===== config.mk =====
export PLATFORM = sky130hd
export DESIGN_NAME = eeprom_slave
export DESIGN_NICKNAME = d
export VERILOG_FILES = /design/src/core/eeprom_slave_pkg.sv /design/src/core/eeprom_slave.sv
export VERILOG_INCLUDE_DIRS = /design/src /design/src/core
export SDC_FILE = /design/constraint.sdc
export NUM_CORES = 1
export LEC_CHECK = 0
export BUFFER_PORTS_ARGS = -buffer_cell sky130_fd_sc_hd__buf_2
export CORE_MARGIN = 2
export CORE_UTILIZATION = 64
export DETAILED_ROUTE_END_ITERATION = 12
export PLACE_DENSITY = 0.95
export SLEW_MARGIN = 20
export SYNTH_ARGS = -nofsm -noshare
export SYNTH_HDL_FRONTEND = slang
export SYNTH_SLANG_ARGS = --single-unit

===== constraint.sdc =====
create_clock -name core_clk -period 6.85 [get_ports core_clk]
set_clock_uncertainty 0.05 [all_clocks]
set_input_delay 1.0275 -clock core_clk [delete_from_list [all_inputs] [get_ports core_clk]]
set_output_delay 1.0275 -clock core_clk [all_outputs]
set_load 0.02 [all_outputs]

===== src/core/eeprom_slave_consts.svh =====
// Constants of the two-wire serial memory slave front end.
// Assumes inclusion by bare name from the package and the slave module.
//
// Overview of operation
// Select only when chip bits match pins
// Driven address pins settle before traffic
// Protect input high blocks writes, not reads
// Data change while clock high: Start/Stop
// Transfers begin only on idle bus
// Data fall, clock high: Start, always seen
// Data rise, clock high: Stop ends operation
// One stable bit per clock-high pulse
// Master decides byte count per transfer
// Receiver acknowledges each byte on ninth clock
// No acknowledge to launching byte while busy (code: only if byte equals the control byte that started the write)
// Acknowledge holds data low through clock high
// Unacknowledged read byte: release data line
// Control byte leads with 4-bit type code
// Block select bit acts as A15
// Two chip bits, then direction bit
// Two address bytes, high first, A15 ignored
// Acknowledge only full match, then branch
// Master makes clock and bus conditions
// Sample protect input at write Stop
// Mismatch: release line, wait for Start
`ifndef EEPROM_SLAVE_CONSTS_SVH
`define EEPROM_SLAVE_CONSTS_SVH

`define TYPE_CODE_W        4
`define TYPE_CODE_DEFAULT  4'h5
`define CTL_TYPE_MSB       7
`define CTL_TYPE_LSB       4
`define CTL_BLOCK_BIT      3
`define CTL_CS_HIGH_BIT    2
`define CTL_CS_LOW_BIT     1
`define CTL_DIR_BIT        0
`define DIR_READ           1'b1
`define ADDR_W             15
`define BIT_CNT_W          4
`define ACK_SLOT           4'h8
`define WRITE_BUSY_NS      5000000
`define CORE_CLK_MHZ       250
`define WRITE_BUSY_CYCLES  (`WRITE_BUSY_NS / 1000 * `CORE_CLK_MHZ)

`endif


===== src/core/eeprom_slave_pkg.sv =====
// Types of the two-wire serial memory slave front end.
// Assumes the constants header is on the include path.
`include "eeprom_slave_consts.svh"

package eeprom_slave_pkg;

   typedef enum logic [2:0]
   {
      ST_IDLE     = 3'b000,
      ST_CONTROL  = 3'b001,
      ST_ADDR_HI  = 3'b010,
      ST_ADDR_LO  = 3'b011,
      ST_WR_DATA  = 3'b100,
      ST_RD_DATA  = 3'b101,
      ST_IGNORE   = 3'b110
   } phase_t;

endpackage : eeprom_slave_pkg


===== src/core/eeprom_slave.sv =====
// Two-wire slave front end: bus conditions, control byte decode,
// word address capture, acknowledge and write-protect handling.
// Assumes serial clock and data arrive asynchronously from pins and that
// the read data byte is supplied by surrounding memory logic.
`timescale 1ns/1ps
`include "eeprom_slave_consts.svh"

module eeprom_slave #(
   parameter logic [`TYPE_CODE_W-1:0] TYPE_CODE   = `TYPE_CODE_DEFAULT, // Arbitrary value
   parameter int unsigned             BUSY_CYCLES = `WRITE_BUSY_CYCLES
)
(
   input  wire logic                core_clk,
   input  wire logic                reset_n,
   input  wire logic                scl_in,
   input  wire logic                sda_in,
   output logic                     sda_out,
   output logic                     sda_oe,
   input  wire logic                chip_select_pin_low,
   input  wire logic                chip_select_pin_high,
   input  wire logic                write_protect,
   input  wire logic [7:0]          read_data,
   output logic [`ADDR_W-1:0]       word_addr,
   output logic                     block_select_bit,
   output logic                     wr_data_valid,
   output logic [7:0]               wr_data,
   output logic                     rd_data_req,
   output logic                     write_start,
   output logic                     write_busy,
   output logic                     selected
);

   // --------------------------------------------------------------
   // Pin synchronisers
   // --------------------------------------------------------------
   logic [1:0] scl_sync_q;
   logic [1:0] sda_sync_q;
   logic [1:0] cs_sync_q [2];
   logic [1:0] wp_sync_q;
   logic       scl_q;
   logic       sda_q;

   always_ff @(posedge core_clk)
   begin
      if (!reset_n)
      begin
         scl_sync_q   <= 2'h3;
         sda_sync_q   <= 2'h3;
         cs_sync_q[0] <= 2'h0;
         cs_sync_q[1] <= 2'h0;
         wp_sync_q    <= 2'h3;
         scl_q        <= 1'b1;
         sda_q        <= 1'b1;
      end
      else
      begin
         scl_sync_q   <= {scl_sync_q[0], scl_in};
         sda_sync_q   <= {sda_sync_q[0], sda_in};
         cs_sync_q[0] <= {cs_sync_q[0][0], chip_select_pin_low};
         cs_sync_q[1] <= {cs_sync_q[1][0], chip_select_pin_high};
         wp_sync_q    <= {wp_sync_q[0], write_protect};
         scl_q        <= scl_sync_q[1];
         sda_q        <= sda_sync_q[1];
      end
   end

   logic scl_s;
   logic sda_s;
   logic scl_rise;
   logic scl_fall;
   logic start_det;
   logic stop_det;

   assign scl_s     = scl_sync_q[1];
   assign sda_s     = sda_sync_q[1];
   assign scl_rise  = scl_s & ~scl_q;
   assign scl_fall  = ~scl_s & scl_q;
   assign start_det = scl_s & scl_q & sda_q & ~sda_s;
   assign stop_det  = scl_s & scl_q & ~sda_q & sda_s;

   // --------------------------------------------------------------
   // Bus activity and bit counter
   // --------------------------------------------------------------
   eeprom_slave_pkg::phase_t phase_q;
   logic [`BIT_CNT_W-1:0]    bit_cnt_q;
   logic [7:0]               shift_q;
   logic [7:0]               tx_q;
   logic                     ack_q;
   logic                     master_nack_q;
   logic                     in_ack;
   logic                     drive_upd_q;

   assign in_ack = (bit_cnt_q == `ACK_SLOT);

   // Start reframes mid-transfer; all ones skips the fall that ends Start
   always_ff @(posedge core_clk)
   begin
      if (!reset_n)
         bit_cnt_q <= 4'h0;
      else if (start_det || stop_det)
         bit_cnt_q <= 4'hf;
      else if (scl_fall)
         bit_cnt_q <= in_ack ? 4'h0 : bit_cnt_q + 4'h1;
   end

   // Sample data on clock rise, one bit per pulse
   always_ff @(posedge core_clk)
   begin
      if (!reset_n)
         shift_q <= 8'h00;
      else if (scl_rise && !in_ack)
         shift_q <= {shift_q[6:0], sda_s};
   end

   // --------------------------------------------------------------
   // Control byte decode
   // --------------------------------------------------------------
   function automatic logic ctl_match(input logic [7:0] b, input logic cs_lo, input logic cs_hi);
      ctl_match = (b[`CTL_TYPE_MSB:`CTL_TYPE_LSB] == TYPE_CODE) &&
                  (b[`CTL_CS_HIGH_BIT] == cs_hi) &&
                  (b[`CTL_CS_LOW_BIT] == cs_lo);
   endfunction : ctl_match

   logic       byte_done;
   logic       match;
   logic [7:0] busy_ctl_q;
   logic [7:0] last_ctl_q;
   logic       wr_pending_q;
   logic       busy_block;

   assign byte_done  = scl_fall && (bit_cnt_q == 4'h7);
   assign match      = ctl_match(shift_q, cs_sync_q[0][1], cs_sync_q[1][1]);
   assign busy_block = write_busy && (shift_q == busy_ctl_q);

   // --------------------------------------------------------------
   // Transfer phase
   // --------------------------------------------------------------
   always_ff @(posedge core_clk)
   begin
      if (!reset_n)
         phase_q <= eeprom_slave_pkg::ST_IDLE;
      else if (start_det)
         phase_q <= eeprom_slave_pkg::ST_CONTROL;
      else if (stop_det)
         phase_q <= eeprom_slave_pkg::ST_IDLE;
      else if (scl_fall && in_ack)
      begin
         case (phase_q)
            eeprom_slave_pkg::ST_CONTROL:
               if (!ack_q)
                  phase_q <= eeprom_slave_pkg::ST_IGNORE;
               else if (last_ctl_q[`CTL_DIR_BIT] == `DIR_READ)
                  phase_q <= eeprom_slave_pkg::ST_RD_DATA;
               else
                  phase_q <= eeprom_slave_pkg::ST_ADDR_HI;
            eeprom_slave_pkg::ST_ADDR_HI:
               phase_q <= eeprom_slave_pkg::ST_ADDR_LO;
            eeprom_slave_pkg::ST_ADDR_LO:
               phase_q <= eeprom_slave_pkg::ST_WR_DATA;
            eeprom_slave_pkg::ST_RD_DATA:
               if (master_nack_q)
                  phase_q <= eeprom_slave_pkg::ST_IGNORE;
            default:
               phase_q <= phase_q;
         endcase
      end
   end

   // Acknowledge decision and captured fields
   always_ff @(posedge core_clk)
   begin
      if (!reset_n)
      begin
         ack_q            <= 1'b0;
         last_ctl_q       <= 8'h00;
         word_addr        <= 15'h0000;
         block_select_bit <= 1'b0;
         selected         <= 1'b0;
      end
      else if (start_det || stop_det)
      begin
         ack_q    <= 1'b0;
         selected <= 1'b0;
      end
      else if (byte_done)
      begin
         case (phase_q)
            eeprom_slave_pkg::ST_CONTROL:
            begin
               ack_q      <= match && !busy_block;
               selected   <= match && !busy_block;
               last_ctl_q <= shift_q;
               if (match && !busy_block)
                  block_select_bit <= shift_q[`CTL_BLOCK_BIT];
            end
            eeprom_slave_pkg::ST_ADDR_HI:
            begin
               ack_q                    <= 1'b1;
               word_addr[`ADDR_W-1:8]   <= shift_q[6:0];
            end
            eeprom_slave_pkg::ST_ADDR_LO:
            begin
               ack_q          <= 1'b1;
               word_addr[7:0] <= shift_q;
            end
            eeprom_slave_pkg::ST_WR_DATA:
            begin
               ack_q     <= 1'b1;
               word_addr <= word_addr + 15'h0001;
            end
            default:
               ack_q <= 1'b0;
         endcase
      end
      else if (scl_fall && in_ack)
         ack_q <= 1'b0;
   end

   // --------------------------------------------------------------
   // Read data path and master acknowledge
   // --------------------------------------------------------------
   always_ff @(posedge core_clk)
   begin
      if (!reset_n)
      begin
         tx_q          <= 8'hff;
         master_nack_q <= 1'b0;
         rd_data_req   <= 1'b0;
         drive_upd_q   <= 1'b0;
      end
      else
      begin
         drive_upd_q <= scl_fall;
         rd_data_req <= scl_fall && in_ack &&
                        ((phase_q == eeprom_slave_pkg::ST_CONTROL && ack_q &&
                          last_ctl_q[`CTL_DIR_BIT] == `DIR_READ) ||
                         (phase_q == eeprom_slave_pkg::ST_RD_DATA && !master_nack_q));
         if (rd_data_req)
            tx_q <= read_data;
         else if (scl_fall && phase_q == eeprom_slave_pkg::ST_RD_DATA && !in_ack)
            tx_q <= {tx_q[6:0], 1'b1};
         if (scl_rise && in_ack)
            master_nack_q <= sda_s;
      end
   end

   // --------------------------------------------------------------
   // Data line drive
   // --------------------------------------------------------------
   // Drive changes one cycle after the synchronised clock fall, once count
   // and ack have settled, so the line stays steady while the clock is high.
   logic drive_low_d;

   always_comb
   begin
      drive_low_d = 1'b0;
      if (phase_q == eeprom_slave_pkg::ST_RD_DATA && !in_ack)
         drive_low_d = rd_data_req ? ~read_data[7] : ~tx_q[7];
      else if (in_ack && ack_q)
         drive_low_d = 1'b1;
   end

   always_ff @(posedge core_clk)
   begin
      if (!reset_n)
      begin
         sda_out <= 1'b1;
         sda_oe  <= 1'b0;
      end
      else if (start_det || stop_det)
      begin
         sda_out <= 1'b1;
         sda_oe  <= 1'b0;
      end
      else if (drive_upd_q)
      begin
         sda_out <= 1'b0;
         sda_oe  <= drive_low_d;
      end
   end

   // --------------------------------------------------------------
   // Write data, protect sample and busy timer
   // --------------------------------------------------------------
   logic [31:0] busy_cnt_q;

   always_ff @(posedge core_clk)
   begin
      if (!reset_n)
      begin
         wr_data_valid <= 1'b0;
         wr_data       <= 8'h00;
         wr_pending_q  <= 1'b0;
      end
      else
      begin
         wr_data_valid <= byte_done && phase_q == eeprom_slave_pkg::ST_WR_DATA;
         if (byte_done && phase_q == eeprom_slave_pkg::ST_WR_DATA)
         begin
            wr_data      <= shift_q;
            wr_pending_q <= 1'b1;
         end
         else if (start_det || stop_det)
            wr_pending_q <= 1'b0;
      end
   end

   always_ff @(posedge core_clk)
   begin
      if (!reset_n)
      begin
         write_start <= 1'b0;
         write_busy  <= 1'b0;
         busy_cnt_q  <= 32'h0;
         busy_ctl_q  <= 8'h00;
      end
      else
      begin
         write_start <= 1'b0;
         if (stop_det && wr_pending_q && !wp_sync_q[1])
         begin
            write_start <= 1'b1;
            write_busy  <= 1'b1;
            busy_cnt_q  <= 32'(BUSY_CYCLES);
            busy_ctl_q  <= last_ctl_q;
         end
         else if (write_busy)
         begin
            if (busy_cnt_q <= 32'h1)
               write_busy <= 1'b0;
            busy_cnt_q <= busy_cnt_q - 32'h1;
         end
      end
   end

endmodule : eeprom_slave


---- Word level (Yosys, flattened, before mapping) ----
Memory sizes are Yosys's and may differ from the RTL's.
Index checks and enable logic that the tools add are counted.
storage, ports and cells
  output and inout port bits .............. 31
  RAM bits ................................ 4
  word-level logic and storage cells ...... 142
  memories kept ........................... 1
  register bits ........................... 114
  input port bits ......................... 15
memory list
  name       words  width  rd ports  clocked after Yosys merged registers in  write ports  RTL line            source
  cs_sync_q  2      2      2         0                                        2            eeprom_slave.sv:38  logic [1:0] cs_sync_q [2];
operators by class
  $lt $le $gt $ge ......................... 1
  bitwise operators ....................... 17
  equality and inequality tests ........... 13
  add/sub/neg operators ................... 3
  muxes and demuxes ....................... 32
  reductions and logical operators ........ 46
operators with widths
  operator                 number
  $mux W21                 2
  $le A32 B1 Y1 const B    1
  $sub A32 B1 Y32 const B  1
  $logic_and A1 B1 Y1      19
  $mux W1                  16
  $mux W8                  2
  $pmux W8 S2              1
  $add A15 B1 Y15 const B  1
  $reduce_and A3 Y1        5
  $pmux W7 S2              1
  $reduce_bool A2 Y1       7
  $mux W4                  3
  $pmux W3 S4              1
  $mux W3                  3
  $eq A4 B3 Y1 const B     2
  $eq A8 B8 Y1             1
  $not A1 Y1               8
  $and A1 B1 Y1            7
  $eq A3 B2 Y1 const B     2
  $eq A3 B3 Y1 const B     2
  $reduce_bool A6 Y1       1
  $reduce_or A3 Y1         2
  $add A4 B1 Y4 const B    1
  $eq A4 B4 Y1 const B     1
  other kinds (14)         22

---- Depth between registers and ports, before layout ----
An unclocked memory read counts as a cell.
  depth after elaboration ................. 7
  mapped depth ............................ 8
  mapped depth without buffers ............ 7

---- Worst setup path after synthesis ----
No wires, ideal clock.
  path type ............................... reg2reg
  start ................................... reg write_busy
  end ..................................... reg busy_cnt_q[31]
  stages on the path, launching flop included .. 8
  period minus slack after synthesis ...... 2.353 ns
  data arrival time ....................... 2.233 ns
  setup slack ............................. 4.497 ns
  path buffers ............................ 2
  library setup time ...................... 0.070 ns
  required time ........................... 6.730 ns
  cell sequence ........................... dfxtp_1 -> buf_2 -> nor3b_1 -> nand2_1 -> or4_1 -> buf_2 -> or4_1 -> a21oi_1
RTL lines
  element                 RTL line             source
  from (decl)             eeprom_slave.sv:29   output logic write_busy,
  from (signal assigned)  eeprom_slave.sv:313  write_busy <= 1'b0;
  from (signal assigned)  eeprom_slave.sv:323  write_busy <= 1'b1;
  from (signal assigned)  eeprom_slave.sv:330  write_busy <= 1'b0;
  to (signal assigned)    eeprom_slave.sv:324  busy_cnt_q <= 32'(BUSY_CYCLES);
  to (signal assigned)    eeprom_slave.sv:331  busy_cnt_q <= busy_cnt_q - 32'h1;
  to (decl)               eeprom_slave.sv:285  logic [31:0] busy_cnt_q;

---- Worst setup path after layout ----
  start ................................... reg scl_sync_q[1]
  end ..................................... reg busy_cnt_q[29]
on the way
  cells in the longest elaborated chain, start to end .. 6
RTL lines
  element                            RTL line             source
  from (decl)                        eeprom_slave.sv:36   logic [1:0] scl_sync_q;
  from (signal assigned)             eeprom_slave.sv:57   scl_sync_q <= {scl_sync_q[0], scl_in};
  $and A1 B1 Y1 (3 in series)        eeprom_slave.sv:79   assign stop_det = scl_s & scl_q & ~sda_q & sda_s;
  $logic_and A1 B1 Y1 (2 in series)  eeprom_slave.sv:320  if (stop_det && wr_pending_q && !wp_sync_q[1])
  $reduce_or A2 Y1 (no source line)  -
No other way between the ends.
A chain may end at the register's enable or synchronous reset.

==> flow_summary.yaml <==
worst_setup_path:
  slowest_stage: "nand2_1"
  end_kind: "register"
  crit_chain: "nand2_1 > nor2_1 > nand4b_1 > nand2_1 > o21ba_2"
  cp_common_cell: "nand2_1"
  crit_fanout: 24
  r2r_cells: 5
  critPathArrivalTime_ps: 3210
  required_ps: 7210
  r2r_slack_ps: 4000
  worstSetupStartpointType: "register"
  critPathKind: "register to register"
  slowest_delay_ps: 950
clock_tree:
  cts_resized: 0
  htree_num_levels: 4
  clk_latency_ps: 520
  clk_pin_slew_ps: 60
  cts_tree: "done"
  cts_made_buffers: 17
  clockBufferDepth: 2
  cts-root-buf: "clkbuf_8"
  cts.sinks: 118
  hold_buffers: 0
  post_cts_buffers: 0
cells_and_area:
  antenna_cells: 0
  syn2layout_area_growth_pct: 15.87
  drive_gt1_share_pct: 15.06
  nets: 671
  final_cells: 769
timing:
  whs_ps: 350.3
  final_max_slew_viol_count: 0
  period_needed_ps: 2853
  setup_tns_ps: 0
  finalHoldViolations: 0
  worst_pin_slew_ps: 1085
  finalSetupViolCount: 0
  fmax_mhz: 350.5
  period_share_pct: 41.65
  rsz0062_at_grt: "false"
  slew_headroom_pct: 27.53
min_path:
  hold_path_class: "register to register"
  hold_depth: 1
route:
  drc: 0
  dr.pass1.iters: 6
  drtAntennaViolNets: 0
  vias_per_cell: 6.161
  wl_um: 13010
  drt_iter0_drc: 387
  vias: 4738
  wl_per_cell_um: 16.91
die:
  start_util_pct: 65.07
  rows: 33
  io_pins: 46
  fp.dieH_um: 94.71
  core-area_sq_um: 8093
  fp.dieW_um: 94.71
  dieArea_sq_um: 8970
synthesis:
  synth_seq_cells: 118
  synthCells: 619
  synth_compound_area_share_pct: 14.56
  synth-warning-count: 0
  synth-adder-area-share_pct: 1.188
  synth_top_family_by_area: "simple AND/OR/NAND/NOR gates"
  post_synth.cell_area_avg_sq_um: 8.508
  synth.distinct_cells: 59
  yosys.area_share.simple_pct: 25.42
  synth_ff_type: "dfxtp_1"
  yosys-mux-area-fraction_pct: 4.538
  synth_xor_area_share_pct: 6.320
  ys_seq_area_share_pct: 44.86
  synth_edf_count: 0
  synth_nets: 639
  syn_area_sq_um: 5266
  async_flop_share_pct: 0
placed_design:
  dp_hpwl_um: 8080
  port_buffers: 45
  dp_cells: 737
  place.gp.congestion: 0.8676
job:
  max_cap_violations: 0
run_status:
  outcome: "complete, no violations"
power_and_ir_drop:
  ir_worst_vdd_mv: 0.2147
  leakagePower_nw: 2.357
  power_density_nw_per_um2: 265.6
global_routing:
  use_met3_pct: 6.305
  grt.met1_usage_pct: 36.22
  use_met2_pct: 50.95
  grt_pass1_vias: 4424
  grt_max_degree: 63
  antenna_found_initial: 0
  grt_pass1_wl_um: 20930
  top_usage_layer: "met2"
  overflow: 0
  track_usage_pct: 29.77
-- cell type report --
type,count,area [sq um]
fill,535,1991
timing repair buffer,47,240.2
clock buffer,18,417.9
inverter,9,33.78
tap,105,131.4
multi-input combinational,458,2740
clock inverter,14,176.4
sequential,118,2362
-- cells in the mapped netlist (all sizes together) (7+ instances only) --
| library cell | instances | share of area, % |
|---|---|---|
| and2 | 7 | 0.83 |
| xor2 | 16 | 2.7 |
| nand4 | 8 | 1.2 |
| a21oi | 57 | 5.4 |
| clkbuf | 32 | 2.3 |
| nand2 | 76 | 5.4 |
| or3 | 9 | 1.1 |
| mux2i | 16 | 3.0 |
| nor3 | 22 | 2.3 |
| o21ai | 31 | 2.9 |
| inv | 9 | 0.64 |
| nor2 | 64 | 4.6 |
| xnor2 | 22 | 3.7 |
| nand3 | 13 | 1.2 |
| mux2 | 7 | 1.5 |
| dfxtp | 118 | 45 |
| a31oi | 8 | 0.95 |
| nand2b | 12 | 1.4 |
| nor4 | 13 | 1.8 |
-- sequential cells by signal (all words and copies together) (netlist names), 2 cells and up --
name	count
busy_ctl_q	8
shift_q	8
cs_sync_q	4
sda_sync_q	2
wp_sync_q	2
wr_data	8
last_ctl_q	8
word_addr	15
bit_cnt_q	4
tx_q	8
busy_cnt_q	32
phase_q	3
scl_sync_q	2
-- placed cells by master, fill, tap and decap left out, types with 7 or more instances in the layout --
cell,Yosys,layout
mux2i_1,16,16
o21ai_0,31,31
nor4_1,12,12
nand3_1,13,13
nor2_1,64,64
nand2_1,76,76
nand2b_1,12,12
mux2_2,7,7
xor2_1,16,16
a21oi_1,57,57
inv_1,8,8
dfxtp_1,118,118
nor3_1,20,20
clkbuf_16,0,16
nand4_1,7,7
xnor2_1,22,22
buf_2,2,45
and2_1,7,7
a31oi_1,8,8
or3_1,7,7
-- worst max-delay path, delay by kind of cell (launching register included) --
| kind | cells | cell delay, ps |
|---|---|---|
| DFF | 1 | 420 |
| AOI/OAI and AO/OA | 1 | 250 |
| and+or+nand+nor | 4 | 2010 |
-- worst paths after layout --
path | startpoint | endpoint
setup / recovery | scl_sync_q[1]$_SDFF_PN1_ | busy_cnt_q[29]$_SDFFE_PP0P_
hold / removal | wp_sync_q[0]$_SDFF_PN1_ | wp_sync_q[1]$_SDFF_PN1_
setup reg to reg | scl_sync_q[1]$_SDFF_PN1_ | busy_cnt_q[29]$_SDFFE_PP0P_
hold reg to reg | wp_sync_q[0]$_SDFF_PN1_ | wp_sync_q[1]$_SDFF_PN1_
-- per-layer routing --
| layer | wire, um | vias up |
|---|---|---|
| met5 | 0 | - |
| met4 | 326 | 0 |
| met3 | 846 | 41 |
| met2 | 6406 | 223 |
| met1 | 5428 | 2224 |
| li1 | - | 2250 |
-- stage by stage --
step | utilization (%) | power [mW] | setup WS [ps] | instance area, sq um
final | 75.40 | 1.621 | 3997 | 6102
after global routing | 75.40 | 1.655 | 3873 | 6102
after CTS | 75.40 | 1.623 | 4134 | 6102
after detailed placement | 68.06 | 0.7478 | 4090 | 5508
after global placement | 68.06 | 0.7455 | 4170 | 5508
after floorplan | - | 0.7368 | 4497 | 5266
-- power by group --
group	internal [mW]	switching (mW)
Sequential	0.693	0.00667
Combinational	0.0117	0.0229
Clock	0.557	0.330
Total	1.26	0.360
-- logic make-up after synthesis --
group | Yosys count
buffers and inverters | 43
adders and majority gates | 5
AOI/OAI and AO/OA | 130
muxes | 23
and+or+nand+nor | 262
xor gates and xnor gates | 38
DFF | 118
(Power assumes the default switching activity.)
